File: config.mk
export PLATFORM = sky130hd
export DESIGN_NAME = plf_top
export DESIGN_NICKNAME = d
export VERILOG_FILES = /design/src/core/plf_pkg.sv /design/src/core/plf_top.sv
export VERILOG_INCLUDE_DIRS = /design/src /design/src/core
export SDC_FILE = /design/constraint.sdc
export NUM_CORES = 1
export LEC_CHECK = 0
export ABC_AREA = 1
export BUFFER_PORTS_ARGS = -buffer_cell sky130_fd_sc_hd__buf_2
export CAP_MARGIN = 5
export CORE_ASPECT_RATIO = 1.75
export CORE_UTILIZATION = 40
export CTS_CLUSTER_DIAMETER = 30
export DETAILED_ROUTE_END_ITERATION = 10
export REMOVE_ABC_BUFFERS = 1
export SLEW_MARGIN = 20
export SYNTH_ARGS = -nofsm -noshare
export SYNTH_HDL_FRONTEND = slang
export SYNTH_SLANG_ARGS = --single-unit
File: constraint.sdc
create_clock -name aclk -period 3.9 [get_ports aclk]
set_clock_uncertainty 0.1 [all_clocks]
set_input_delay 0.195 -clock aclk [delete_from_list [all_inputs] [get_ports aclk]]
set_output_delay 0.195 -clock aclk [all_outputs]
set_load 0.01 [all_outputs]
File: src/core/plf_map.svh
// Register offsets, field positions, reset values and timing counts
`ifndef PLF_MAP_SVH
`define PLF_MAP_SVH
// ***********************************************
// Register indices (byte address = index * 4)
// ***********************************************
`define PLF_IDX_CMD 8'h00
`define PLF_IDX_STAT 8'h01
`define PLF_IDX_LED 8'h10
`define PLF_IDX_MAC 8'h15
// ***********************************************
// Field positions
// ***********************************************
`define PLF_MAC_BLK_BIT 3
`define PLF_MAC_SPD_LSB 0
`define PLF_LED3_LSB 12
`define PLF_LED2_LSB 8
`define PLF_LED1_LSB 4
`define PLF_LED0_LSB 0
`define PLF_CMD_SWRST_BIT 0
// ***********************************************
// Reset values
// ***********************************************
`define PLF_MAC_RST 16'h1046
`define PLF_MAC_SWCLR 16'h307F
`define PLF_SPD_RST 3'h6
`define PLF_LED_RST_S0 16'h101E
`define PLF_LED_RST_S1 16'h3777
`define PLF_LED_RST_S2 16'h7177
`define PLF_LED_RST_S3 16'h1777
// ***********************************************
// Timing
// ***********************************************
`define PLF_CLK_MHZ 100
`define PLF_BLINK_MS 42
`define PLF_BLINK_CYC (`PLF_BLINK_MS * `PLF_CLK_MHZ * 1000)
`define PLF_STRAP_WAIT 2'h2
`endif

File: src/core/plf_pkg.sv
// Types shared by the LED function and MAC speed control block
package plf_pkg;
	// Link state as seen by the LED selectors
	typedef struct packed {
		logic up;
		logic [1:0] spd;
		logic fdx;
		logic mst;
		logic tx;
		logic rx;
		logic an;
	} plf_link_t;
	// One LED drive decision
	typedef struct packed {
		logic on;
		logic oe;
	} plf_led_t;
	// Link speed codes on the link state input
	typedef enum logic [1:0] {
		PLF_SPD_10,
		PLF_SPD_100,
		PLF_SPD_1000,
		PLF_SPD_NONE
	} plf_spd_t;
endpackage

File: src/core/plf_top.sv
// LED function select and MAC side speed control behind AXI4-Lite
`timescale 1ns/1ps
`include "plf_map.svh"
module plf_top import plf_pkg::*; #(
	parameter int AW = 12,
	parameter int CNT_W = 23,
	parameter int BLINK_CYC = `PLF_BLINK_CYC
) (
	input wire logic aclk,
	input wire logic aresetn,
	input wire logic clk_en,
	input wire logic [AW-1:0] s_axi_awaddr,
	input wire logic s_axi_awvalid,
	output logic s_axi_awready,
	input wire logic [31:0] s_axi_wdata,
	input wire logic [3:0] s_axi_wstrb,
	input wire logic s_axi_wvalid,
	output logic s_axi_wready,
	output logic [1:0] s_axi_bresp,
	output logic s_axi_bvalid,
	input wire logic s_axi_bready,
	input wire logic [AW-1:0] s_axi_araddr,
	input wire logic s_axi_arvalid,
	output logic s_axi_arready,
	output logic [31:0] s_axi_rdata,
	output logic [1:0] s_axi_rresp,
	output logic s_axi_rvalid,
	input wire logic s_axi_rready,
	input wire logic [1:0] led_config_strap,
	input wire plf_link_t link_in,
	input wire logic rx_carrier_ext,
	output logic mac_carrier_ext,
	output logic [1:0] mac_speed,
	output logic mac_txclk_slow,
	output logic [3:1] led_on,
	output logic [3:1] led_oe
);
	// ***********************************************
	// Declarations
	// ***********************************************
	logic awready_ff; // Address slot free
	logic wready_ff; // Data slot free
	logic aw_got_ff; // Address held
	logic w_got_ff; // Data held
	logic [7:0] aw_idx_ff; // Held write index
	logic [31:0] wdata_ff; // Held write data
	logic [3:0] wstrb_ff; // Held byte strobes
	logic bvalid_ff;
	logic [1:0] bresp_ff;
	logic arready_ff;
	logic rvalid_ff;
	logic [31:0] rdata_ff;
	logic [1:0] rresp_ff;
	logic [15:0] mac_reg_ff; // MAC side control
	logic [15:0] led_reg_ff; // LED function select
	logic [2:0] spd_act_ff; // Applied default speed
	logic swrst_ff; // Soft reset pulse
	logic [1:0] strap_cnt_ff; // Wait for strap sync
	logic [1:0] strap_s1_ff; // Strap sync stage one
	logic [1:0] strap_s2_ff; // Strap sync stage two
	plf_link_t link_s1_ff; // Link sync stage one
	plf_link_t link_s2_ff; // Link sync stage two
	logic [CNT_W-1:0] blink_cnt_ff; // Blink period count
	logic blink_ff; // Blink phase
	logic carrier_ff;
	logic [1:0] speed_ff;
	logic txslow_ff;
	logic [3:1] led_on_ff;
	logic [3:1] led_oe_ff;
	logic wr_fire; // Address and data both held
	logic [15:0] wmask; // Byte lanes to write
	logic [15:0] nxt_led_rst; // Strap selected default
	plf_led_t led3_d;
	plf_led_t led2_d;
	plf_led_t led1_d;

	// ***********************************************
	// Output wiring
	// ***********************************************
	assign s_axi_awready = awready_ff;
	assign s_axi_wready = wready_ff;
	assign s_axi_bvalid = bvalid_ff;
	assign s_axi_bresp = bresp_ff;
	assign s_axi_arready = arready_ff;
	assign s_axi_rvalid = rvalid_ff;
	assign s_axi_rdata = rdata_ff;
	assign s_axi_rresp = rresp_ff;
	assign mac_carrier_ext = carrier_ff;
	assign mac_speed = speed_ff;
	assign mac_txclk_slow = txslow_ff;
	assign led_on = led_on_ff;
	assign led_oe = led_oe_ff;

	// ***********************************************
	// AXI4-Lite write channel
	// ***********************************************
	assign wr_fire = aw_got_ff && w_got_ff && !bvalid_ff;
	assign wmask = {{8{wstrb_ff[1]}}, {8{wstrb_ff[0]}}};

	// Address capture, independent of data
	always_ff @(posedge aclk) begin
		if (!aresetn) begin
			awready_ff <= 1'b0;
			aw_got_ff <= 1'b0;
			aw_idx_ff <= 8'h00;
		end else if (clk_en) begin
			if (s_axi_awvalid && awready_ff) begin
				aw_got_ff <= 1'b1;
				aw_idx_ff <= s_axi_awaddr[9:2];
				awready_ff <= 1'b0;
			end else if (wr_fire) begin
				aw_got_ff <= 1'b0;
			end else begin
				// Ready only while the slot is empty
				awready_ff <= !aw_got_ff && !bvalid_ff;
			end
		end
	end

	// Data capture, independent of address
	always_ff @(posedge aclk) begin
		if (!aresetn) begin
			wready_ff <= 1'b0;
			w_got_ff <= 1'b0;
			wdata_ff <= 32'h00000000;
			wstrb_ff <= 4'h0;
		end else if (clk_en) begin
			if (s_axi_wvalid && wready_ff) begin
				w_got_ff <= 1'b1;
				wdata_ff <= s_axi_wdata;
				wstrb_ff <= s_axi_wstrb;
				wready_ff <= 1'b0;
			end else if (wr_fire) begin
				w_got_ff <= 1'b0;
			end else begin
				wready_ff <= !w_got_ff && !bvalid_ff;
			end
		end
	end

	// Write response, error for unmapped index
	always_ff @(posedge aclk) begin
		if (!aresetn) begin
			bvalid_ff <= 1'b0;
			bresp_ff <= 2'h0;
		end else if (clk_en) begin
			if (wr_fire) begin
				bvalid_ff <= 1'b1;
				case (aw_idx_ff)
					`PLF_IDX_CMD, `PLF_IDX_STAT,
					`PLF_IDX_LED, `PLF_IDX_MAC: bresp_ff <= 2'h0;
					default: bresp_ff <= 2'h2;
				endcase
			end else if (bvalid_ff && s_axi_bready) begin
				bvalid_ff <= 1'b0;
			end
		end
	end

	// ***********************************************
	// AXI4-Lite read channel
	// ***********************************************
	// One read at a time; data one cycle after address
	always_ff @(posedge aclk) begin
		if (!aresetn) begin
			arready_ff <= 1'b0;
			rvalid_ff <= 1'b0;
			rdata_ff <= 32'h00000000;
			rresp_ff <= 2'h0;
		end else if (clk_en) begin
			if (s_axi_arvalid && arready_ff) begin
				arready_ff <= 1'b0;
				rvalid_ff <= 1'b1;
				rresp_ff <= 2'h0;
				case (s_axi_araddr[9:2])
					`PLF_IDX_CMD: rdata_ff <= 32'h00000000;
					// Status shows live link and applied speed
					`PLF_IDX_STAT: rdata_ff <= {21'h00000, spd_act_ff, link_s2_ff};
					`PLF_IDX_LED: rdata_ff <= {16'h0000, led_reg_ff};
					`PLF_IDX_MAC: rdata_ff <= {16'h0000, mac_reg_ff};
					default: begin
						rdata_ff <= 32'h00000000;
						rresp_ff <= 2'h2;
					end
				endcase
			end else if (rvalid_ff && s_axi_rready) begin
				rvalid_ff <= 1'b0;
			end else begin
				arready_ff <= !rvalid_ff;
			end
		end
	end

	// ***********************************************
	// Soft reset command
	// ***********************************************
	// Write one to the command bit for a one cycle pulse
	always_ff @(posedge aclk) begin
		if (!aresetn) begin
			swrst_ff <= 1'b0;
		end else if (clk_en) begin
			swrst_ff <= wr_fire && (aw_idx_ff == `PLF_IDX_CMD) && wstrb_ff[0] &&
				wdata_ff[`PLF_CMD_SWRST_BIT];
		end
	end

	// ***********************************************
	// MAC side control register
	// ***********************************************
	// Reserved bits are plain storage; software keeps them right
	always_ff @(posedge aclk) begin
		if (!aresetn) begin
			mac_reg_ff <= `PLF_MAC_RST;
		end else if (clk_en) begin
			if (wr_fire && aw_idx_ff == `PLF_IDX_MAC) begin
				mac_reg_ff <= (mac_reg_ff & ~wmask) | (wdata_ff[15:0] & wmask);
			end else if (swrst_ff) begin
				// Soft reset clears the fields that do not retain
				mac_reg_ff <= mac_reg_ff & `PLF_MAC_SWCLR;
			end
		end
	end

	// Applied speed moves only on soft reset
	always_ff @(posedge aclk) begin
		if (!aresetn) begin
			spd_act_ff <= `PLF_SPD_RST;
		end else if (clk_en && swrst_ff) begin
			spd_act_ff <= mac_reg_ff[`PLF_MAC_SPD_LSB +: 3];
		end
	end

	// ***********************************************
	// Link state synchroniser
	// ***********************************************
	// Two stages; only stage two feeds any logic
	always_ff @(posedge aclk) begin
		if (clk_en) begin
			link_s1_ff <= link_in;
			link_s2_ff <= link_s1_ff;
			strap_s1_ff <= led_config_strap;
			strap_s2_ff <= strap_s1_ff;
		end
	end

	// ***********************************************
	// MAC interface outputs
	// ***********************************************
	// Carrier extension passed unless blocked
	always_ff @(posedge aclk) begin
		if (!aresetn) begin
			carrier_ff <= 1'b0;
		end else if (clk_en) begin
			carrier_ff <= rx_carrier_ext && !mac_reg_ff[`PLF_MAC_BLK_BIT];
		end
	end

	// Speed: link speed when up, default when down under autoneg
	always_ff @(posedge aclk) begin
		if (!aresetn) begin
			speed_ff <= PLF_SPD_1000;
			txslow_ff <= 1'b1;
		end else if (clk_en) begin
			if (link_s2_ff.up || !link_s2_ff.an) begin
				speed_ff <= link_s2_ff.spd;
				txslow_ff <= 1'b0;
			end else begin
				// Upper codes carry the slow transmit clock flag
				txslow_ff <= spd_act_ff[2];
				case (spd_act_ff)
					3'h0: speed_ff <= PLF_SPD_10;
					3'h1: speed_ff <= PLF_SPD_100;
					3'h4: speed_ff <= PLF_SPD_100;
					default: speed_ff <= PLF_SPD_1000;
				endcase
			end
		end
	end

	// ***********************************************
	// LED function register and strap load
	// ***********************************************
	always_comb begin
		case (strap_s2_ff)
			2'h0: nxt_led_rst = `PLF_LED_RST_S0;
			2'h1: nxt_led_rst = `PLF_LED_RST_S1;
			2'h2: nxt_led_rst = `PLF_LED_RST_S2;
			default: nxt_led_rst = `PLF_LED_RST_S3;
		endcase
	end

	// Strap is loaded once the synchroniser has filled
	always_ff @(posedge aclk) begin
		if (!aresetn) begin
			strap_cnt_ff <= `PLF_STRAP_WAIT;
		end else if (clk_en && strap_cnt_ff != 2'h0) begin
			strap_cnt_ff <= strap_cnt_ff - 2'h1;
		end
	end

	// Soft reset leaves the fields untouched
	always_ff @(posedge aclk) begin
		if (!aresetn) begin
			led_reg_ff <= 16'h0000;
		end else if (clk_en) begin
			if (strap_cnt_ff == 2'h1) begin
				led_reg_ff <= nxt_led_rst;
			end else if (wr_fire && aw_idx_ff == `PLF_IDX_LED) begin
				led_reg_ff <= (led_reg_ff & ~wmask) | (wdata_ff[15:0] & wmask);
			end
		end
	end

	// ***********************************************
	// Blink generator
	// ***********************************************
	// One shared phase keeps all blinking LEDs in step
	always_ff @(posedge aclk) begin
		if (!aresetn) begin
			blink_cnt_ff <= '0;
			blink_ff <= 1'b0;
		end else if (clk_en) begin
			if (blink_cnt_ff == CNT_W'(BLINK_CYC - 1)) begin
				blink_cnt_ff <= '0;
				blink_ff <= !blink_ff;
			end else begin
				blink_cnt_ff <= blink_cnt_ff + 1'b1;
			end
		end
	end

	// ***********************************************
	// LED function decode
	// ***********************************************
	// Evaluates one LED; idx picks the per-output variants
	function automatic plf_led_t led_eval(input logic [3:0] code, input int idx,
		input plf_link_t lk, input logic blk);
		plf_led_t r;
		logic act;
		logic s10;
		logic s100;
		logic s1000;
		r.on = 1'b0;
		r.oe = 1'b1;
		act = lk.tx || lk.rx;
		s10 = lk.up && (lk.spd == PLF_SPD_10);
		s100 = lk.up && (lk.spd == PLF_SPD_100);
		s1000 = lk.up && (lk.spd == PLF_SPD_1000);
		case (code)
			4'h0: r.on = (idx == 2) && lk.up;
			4'h1: r.on = lk.up && (act ? blk : 1'b1);
			4'h2: r.on = (idx != 2) && lk.up && (lk.rx ? blk : 1'b1);
			4'h3: r.on = act;
			4'h4: r.on = act && blk;
			4'h5: r.on = (idx != 1) && lk.tx;
			4'h6: begin
				if (idx == 3) begin
					r.on = s10 || (s1000 && lk.mst);
				end else if (idx == 2) begin
					r.on = s10 || s1000;
				end else begin
					r.on = s100 || s1000;
				end
			end
			4'h7: begin
				if (idx == 3) begin
					r.on = lk.up && lk.fdx;
				end else if (idx == 2) begin
					r.on = s10;
				end else begin
					r.on = s100;
				end
			end
			4'h8: r.on = 1'b0;
			4'h9: r.on = 1'b1;
			4'hA: begin
				if (idx == 3) begin
					r.on = blk;
				end else begin
					r.oe = 1'b0;
				end
			end
			4'hB: r.on = (idx != 3) && blk;
			// Dual modes and reserved codes leave it dark
			default: r.on = 1'b0;
		endcase
		return r;
	endfunction

	always_comb begin
		led3_d = led_eval(led_reg_ff[`PLF_LED3_LSB +: 4], 3, link_s2_ff, blink_ff);
		led2_d = led_eval(led_reg_ff[`PLF_LED2_LSB +: 4], 2, link_s2_ff, blink_ff);
		led1_d = led_eval(led_reg_ff[`PLF_LED1_LSB +: 4], 1, link_s2_ff, blink_ff);
		// LED3 handed to the dual pairing of LED2
		if (led_reg_ff[11:10] == 2'h3) begin
			led3_d = '{on: 1'b0, oe: 1'b1};
		end
		// LED1 handed to the dual pairing of LED0
		if (led_reg_ff[3:2] == 2'h3) begin
			led1_d = '{on: 1'b0, oe: 1'b1};
		end
	end

	// Registered LED drive
	always_ff @(posedge aclk) begin
		if (!aresetn) begin
			led_on_ff <= 3'h0;
			led_oe_ff <= 3'h7;
		end else if (clk_en) begin
			led_on_ff <= {led3_d.on, led2_d.on, led1_d.on};
			led_oe_ff <= {led3_d.oe, led2_d.oe, led1_d.oe};
		end
	end
endmodule

==> results.md, run 1 <==
- Synth cell types: 41
- Critical Path Fanout Max: 21
- Hold Path Class: input port to register
- GR Overflow Total: 0
- Fin crit share: 0.566
- Ports: 130
- Worst path most repeated cell: nand2_1
- Netlist Area Pre-Place: 6830 sq um
- Critical Path Max Stage Delay: 520 ps
- Critical path depth in cells: 7
- Status: complete, no violations
- WP buf/inv: 1
- Crit path kind: register to register
- Clk network pwr share: 0.477
- Site row count: 62
- Internal Power: 2610 uW
- Net Sw Frac: 0.234
- Power density cells: 412 nW/um^2
- Post-synth EDFFs: 20
- Crit path launch: strap_cnt_ff[1]$_SDFFE_PN1P_
- RSZ-0062 raised after global routing: false
- Avg Cell Area, Syn: 7.19 sq um
- H-tree level count: 4
- Layout cell share with drive strength beyond 1: 0.141
- Clk_lat worst skew: 410 ps
- DPL Wire Length: 12.9 mm
- Most frequent cells in the layout: nand2_1 (223), dfxtp_1 (122), a21oi_1 (111)
- # clock sinks: 142
- Ant. Diodes: 0
- CTS tree: done
- Leak Pwr: 0.00347 uW
- Async set-reset flop share out of synthesis: 0
- Per-cell routed wire length: 13.6 um
- Seq pwr share: 0.458
- Switch Pwr: 797 uW
- Layout filler cell count: 1705
- Resized Gates After CTS: 0
- Reg2reg path depth: 7
- Gpl congestion: 0.938
- Startpoint Class: register
- Rel. slew slack: 0.298
- Routed Antenna Nets: 0
- Peak supply drop: 0.248 mV
- CP Capture Type: register
- Final Setup Violations: 0
- Logic pwr share: 0.066
- Root buf cell: clkbuf_16
- DRC: 0
- Final Max Tran Viols: 0
- Via count: 6232
- Hold Path Stages: 3
- Die area: 17600 sq um
- Tmin final: 2210 ps
- DR iter-0 viols: 320
- TritonCTS buffer count: 17
- Final hold violations: 0
- Initial core utilization: 0.413
- First-pass GRT wire length: 28.3 mm
- Cell taking the most area after synthesis: dfxtp_1
- Synth top area share: 0.358
- Core Box Area: 16500 sq um
- Main flop type after synthesis: dfxtp_1
- Total GRT Usage: 0.209
- Initial antenna violation count: 0
- Crit-path leading delay family: simple AND/OR/NAND/NOR gates
- Area Growth Syn to Fin: 21.1%
- CTS Buffer Depth: 2
- Hold Startpoint: s_axi_awaddr[3]
- Sequential area share after synthesis: 0.446
- RR Startpoint: strap_cnt_ff[1]$_SDFFE_PN1P_
- Syn Inst Count: 950
- Final core utilization: 0.500
- Most common cell after layout, fill and taps aside: nand2_1
- Least-Margin Pin Slew: 1050 ps
- Vias in the first global route: 5922
- Final Net Count: 1140
- Detailed Route WL: 17.5 mm
- Die Ht: 175 um
- Port Buffers: 84
- Die width: 101 um
- Reg clk slew, reported paths: 60 ps
- FMAX: 0.453 GHz
- Largest net degree at the start of global routing: 55
- CP cell instances: inv_1, ha_1, nand2_1, nand2_1, nand2_1, nand2_1, a21oi_1
- Max cap viols: 0
- Number of synthesized register bits: 142
- Drt first pass iters: 4
- Via density per instance: 4.83
- Hold Slack: 0.981 ps
- Ys Warns: 0
- Setup TNS: 0 ps
- Most area-consuming cells after synthesis: dfxtp_1 (36%), nand2_1 (12%), edfxtp_1 (8.8%)
- Crit-path slowest cell: nand2_1
- Crit path DAT: 2350 ps
- Critical Path RT: 4050 ps
-- cell type report --
class	count	area, sq um	share of cell area
Multi-Input combinational cell	668	3150	0.382
Sequential cell	142	3040	0.368
Timing Repair Buffer	125	813	0.0984
Clock buffer	22	507	0.0613
Inverter	99	372	0.0449
Tap cell	224	280	0.0339
Clock inverter	10	98.8	0.0120
-- power groups by stage --
stage / Clock (uW) / Sequential [uW] / Combinational, uW
6_report: 1620 / 1560 / 224
5_1_grt: 1730 / 1560 / 253
4_1_cts: 1670 / 1560 / 226
3_5_place_dp: 0 / 1590 / 199
3_3_place_gp: 0 / 1590 / 198
2_1_floorplan: 0 / 1580 / 107
-- kinds of logic after synthesis --
family | share of synthesized area
other | 0.00110
adders and majority gates | 0.0147
buffers and inverters | 0.102
and+or+nand+nor | 0.286
xor gates and xnor gates | 0.00641
AOI/OAI and AO/OA | 0.144
DFF | 0.446
-- timing repair --
action	4_1_cts	5_1_grt
hold buffers	34	0
buffers inserted	0	0
hold endpoints to repair	34	0
-- synthesized netlist by cell type (6+ instances only) --
master	instances
nand2_1	223
inv_2	6
a21oi_1	111
ha_1	8
nand3_1	94
clkbuf_1	20
nor3_1	11
o21ai_0	66
buf_2	15
nand4_1	7
buf_4	21
edfxtp_1	20
nor2_1	86
inv_1	93
dfxtp_1	122
-- worst paths after layout --
| check | endpoint | slack (ps) |
|---|---|---|
| setup / recovery | register | 1690 |
| hold / removal | aw_idx_ff[1]$_SDFFE_PN0P_ | 1 |
| setup reg to reg | register | 1690 |
| hold reg to reg | link_s2_ff[7]$_DFFE_PP_ | 310 |
-- per-stage QoR --
step,setup WS (ps),total power (uW),instance area (sq um),instances
finish,1690,3410,8270,1290
global route,1460,3540,8270,1290
CTS,1710,3450,8270,1290
detailed placement,1470,1790,7320,1224
global placement,1480,1790,7320,1224
floorplan,2180,1690,6570,909
-- worst register-to-register path, delay by kind of cell, from the launching register on --
family / cells / cell delay [ps]
simple gates: 4 / 1140
compound gates: 1 / 60
flops: 1 / 300
buf+inv: 1 / 80
fa+ha+maj: 1 / 360
-- registers in the layout, indices dropped and copies added, names as in the netlist, 2 cells and up, named ones only --
name / flops
wstrb_ff: 2
led_oe: 2
led_on: 3
link_s1_ff: 8
strap_s2_ff: 2
s_axi_rdata: 16
mac_speed: 2
aw_idx_ff: 8
link_s2_ff: 8
spd_act_ff: 3
strap_s1_ff: 2
strap_cnt_ff: 2
wdata_ff: 16
led_reg_ff: 7
mac_reg_ff: 16
blink_cnt_ff: 23
-- layer usage --
| metal | part of all wire | vias to the layer above | wire [um] | GRT usage |
|---|---|---|---|---|
| met5 | 0 | - | 0 | 0 |
| met2 | 0.53 | 123 | 9220 | 0.385 |
| li1 | - | 3276 | - | - |
| met1 | 0.41 | 2807 | 7150 | 0.225 |
| met4 | 0.035 | 0 | 605 | 0.100 |
| met3 | 0.031 | 26 | 546 | 0.0348 |
Power figures use the tool's default switching activity.
==> inputs of run 2 (changes only) <==
==> constraint.sdc (replaced) <==
create_clock -name aclk -period 2.2 [get_ports aclk]
set_clock_uncertainty 0.1 [all_clocks]
set_input_delay 0.11 -clock aclk [delete_from_list [all_inputs] [get_ports aclk]]
set_output_delay 0.11 -clock aclk [all_outputs]
set_load 0.01 [all_outputs]
==> run 2 against run 1 <==
  * Maximum frequency grew 20%
  * Non-clock buffer count is 17 higher
  * Flip-flop and latch count stayed put
  * Register-to-register slack worse by 1300 ps
  * Critical path type unchanged
  * Largest cell class unchanged
  * Highest routed layer unchanged
==> results.md, run 2 (synthesis results as in run 1) <==
- Status: complete, no violations
- Ant. Diodes: 0 (unchanged)
- R2R Setup Slk: 360 ps (-1340 ps)
- Most frequent cells in the layout: nand2_1 (223), dfxtp_1 (122), a21oi_1 (111)
- Vias in the first global route: 6018 (+1.6%)
- Fin crit share: 0.838 (+0.273)
- Power density cells: 706 nW/um^2 (+71%)
- Total GRT Usage: 0.213 (+0.00417)
- Ports: 130 (unchanged)
- DR iter-0 viols: 269 (-16%)
- Final Power: 5930 uW (+74%)
- Hold Startpoint: s_axi_wvalid
- Die width: 101 um (unchanged)
- Worst setup margin: 356 ps (-1340 ps)
- Final Net Count: 1157 (+1.5%)
- Tmin final: 1840 ps (-362 ps)
- Most common cell after layout, fill and taps aside: nand2_1
- First-pass GRT wire length: 28.9 mm (+1.9%)
- Initial antenna violation count: 0 (unchanged)
- Drt first pass iters: 5 (+1)
- Largest net degree at the start of global routing: 39 (-29%)
- Gpl congestion: 0.931 (-0.75%)
- Leak Pwr: 0.00355 uW (+2.2%)
- # clock sinks: 142 (unchanged)
- CP cell instances: inv_1, ha_1, inv_1, nand2_1, nand2_1, nand2_1, a21oi_1
- Area Growth Syn to Fin: 23.0%
- CTS Buffer Depth: 2 (unchanged)
- DPL Wire Length: 13.4 mm (+3.4%)
- Clk_lat worst skew: 420 ps (about the same)
- Critical Path Max Stage Delay: 330 ps (-190 ps)
- Detailed Route WL: 18.1 mm (+3.3%)
- Die area: 17600 sq um (unchanged)
- Via count: 6408 (+2.8%)
- Final Setup Violations: 0 (unchanged)
- RR Startpoint: strap_cnt_ff[1]$_SDFFE_PN1P_
- Hold Path Class: input port to register
- CP Capture Type: register
- RSZ-0062 raised after global routing: false
- Resized Gates After CTS: 0 (unchanged)
- Crit path kind: register to register
- Port Buffers: 84 (unchanged)
- Worst path most repeated cell: nand2_1
- Routed Antenna Nets: 0 (unchanged)
- Final core utilization: 0.508 (+0.00795)
- Max FFs per register: 23 (unchanged)
- H-tree level count: 4 (unchanged)
- FMAX: 0.542 GHz (+20%)
- Setup Slack @ Placement: 374 ps (-1100 ps)
- GR Overflow Total: 0 (unchanged)
- Layout filler cell count: 1664 (-2.4%)
- Site row count: 62 (unchanged)
- Reg2reg path depth: 7 (unchanged)
- Hold_buf cts: 41 (+21%)
- Initial core utilization: 0.413 (unchanged)
- Hold Path Stages: 4 (+1)
- TritonCTS buffer count: 17 (unchanged)
- Root buf cell: clkbuf_16
- Peak supply drop: 0.459 mV (+85%)
- DRC: 0 (unchanged)
- Layout cell share with drive strength beyond 1: 0.149 (+0.00795)
- Crit path DAT: 2090 ps (-260 ps)
- Startpoint Class: register
- End point of the worst hold path: s_axi_wready$_SDFFE_PN0P_
- Max cap viols: 0 (unchanged)
- Core Box Area: 16500 sq um (unchanged)
- Reg clk slew, reported paths: 60 ps (about the same)
- Per-cell routed wire length: 13.8 um (+1.9%)
- Post-CTS Repair Setup Buffers: 0 (unchanged)
- Biggest register: blink_cnt_ff
- Via density per instance: 4.90 (+1.5%)
- Critical Path RT: 2440 ps (-1610 ps)
- Final hold violations: 0 (unchanged)
- Critical Path Fanout Max: 13 (-38%)
- Die Ht: 175 um (unchanged)
- Setup TNS: 0 ps (unchanged)
- CTS tree: done
- Final Max Tran Viols: 0 (unchanged)
- Crit-path slowest cell: inv_1
## run 2: worst max path at each step
| stage | startpoint | endpoint | slack [ps] | cells past startpoint |
|---|---|---|---|---|
| 2_1_floorplan | s_axi_bvalid$_SDFFE_PN0P_ | register | 480 | 8 |
| 3_3_place_gp | strap_cnt_ff[1]$_SDFFE_PN1P_ | register | 410 | 7 |
| 5_1_grt | strap_cnt_ff[1]$_SDFFE_PN1P_ | register | 140 | 7 |
| 3_5_place_dp | strap_cnt_ff[1]$_SDFFE_PN1P_ | led_reg_ff[15]$_SDFFE_PN0P_ | 370 | 7 |
| 6_report | strap_cnt_ff[1]$_SDFFE_PN1P_ | register | 360 | 7 |
| 4_1_cts | strap_cnt_ff[1]$_SDFFE_PN1P_ | led_reg_ff[15]$_SDFFE_PN0P_ | 370 | 7 |
## run 2: per-stage QoR
step	hold WS, ps	std cells	area [sq um]
2_1_floorplan	79.0	909	6570
3_3_place_gp	187	1234	7420
3_5_place_dp	188	1234	7420
4_1_cts	0.974	1307	8400
5_1_grt	47.2	1307	8400
6_report	15.1	1307	8400
## run 2: worst max-delay path: cells and delay by family, from the launching register on
family	cells	cell delay [ps]
simple gates	3	560
buf+inv	2	390
flops	1	320
fa+ha+maj	1	290
compound gates	1	120
## run 2: routing by layer
layer	GRT usage	vias to the layer above	routed length, um
li1	-	3311	-
met1	0.231	2913	7280
met2	0.388	146	9520
met3	0.0312	38	540
met4	0.116	0	750
met5	0	-	0
## run 2: layout make-up
type / count / area (sq um) / share of cell area
clock inverters: 13 / 114 / 0.0136
well taps: 224 / 280 / 0.0334
multi-input cells: 668 / 3150 / 0.376
clock buffers: 19 / 453 / 0.0539
flip-flops and latches: 142 / 3040 / 0.362
repair buffers: 142 / 983 / 0.117
inverters: 99 / 372 / 0.0442
## run 2: where the power goes
group | switching, uW | internal (uW)
Combinational | 250 | 175
Clock | 1120 | 1620
Sequential | 54.3 | 2710
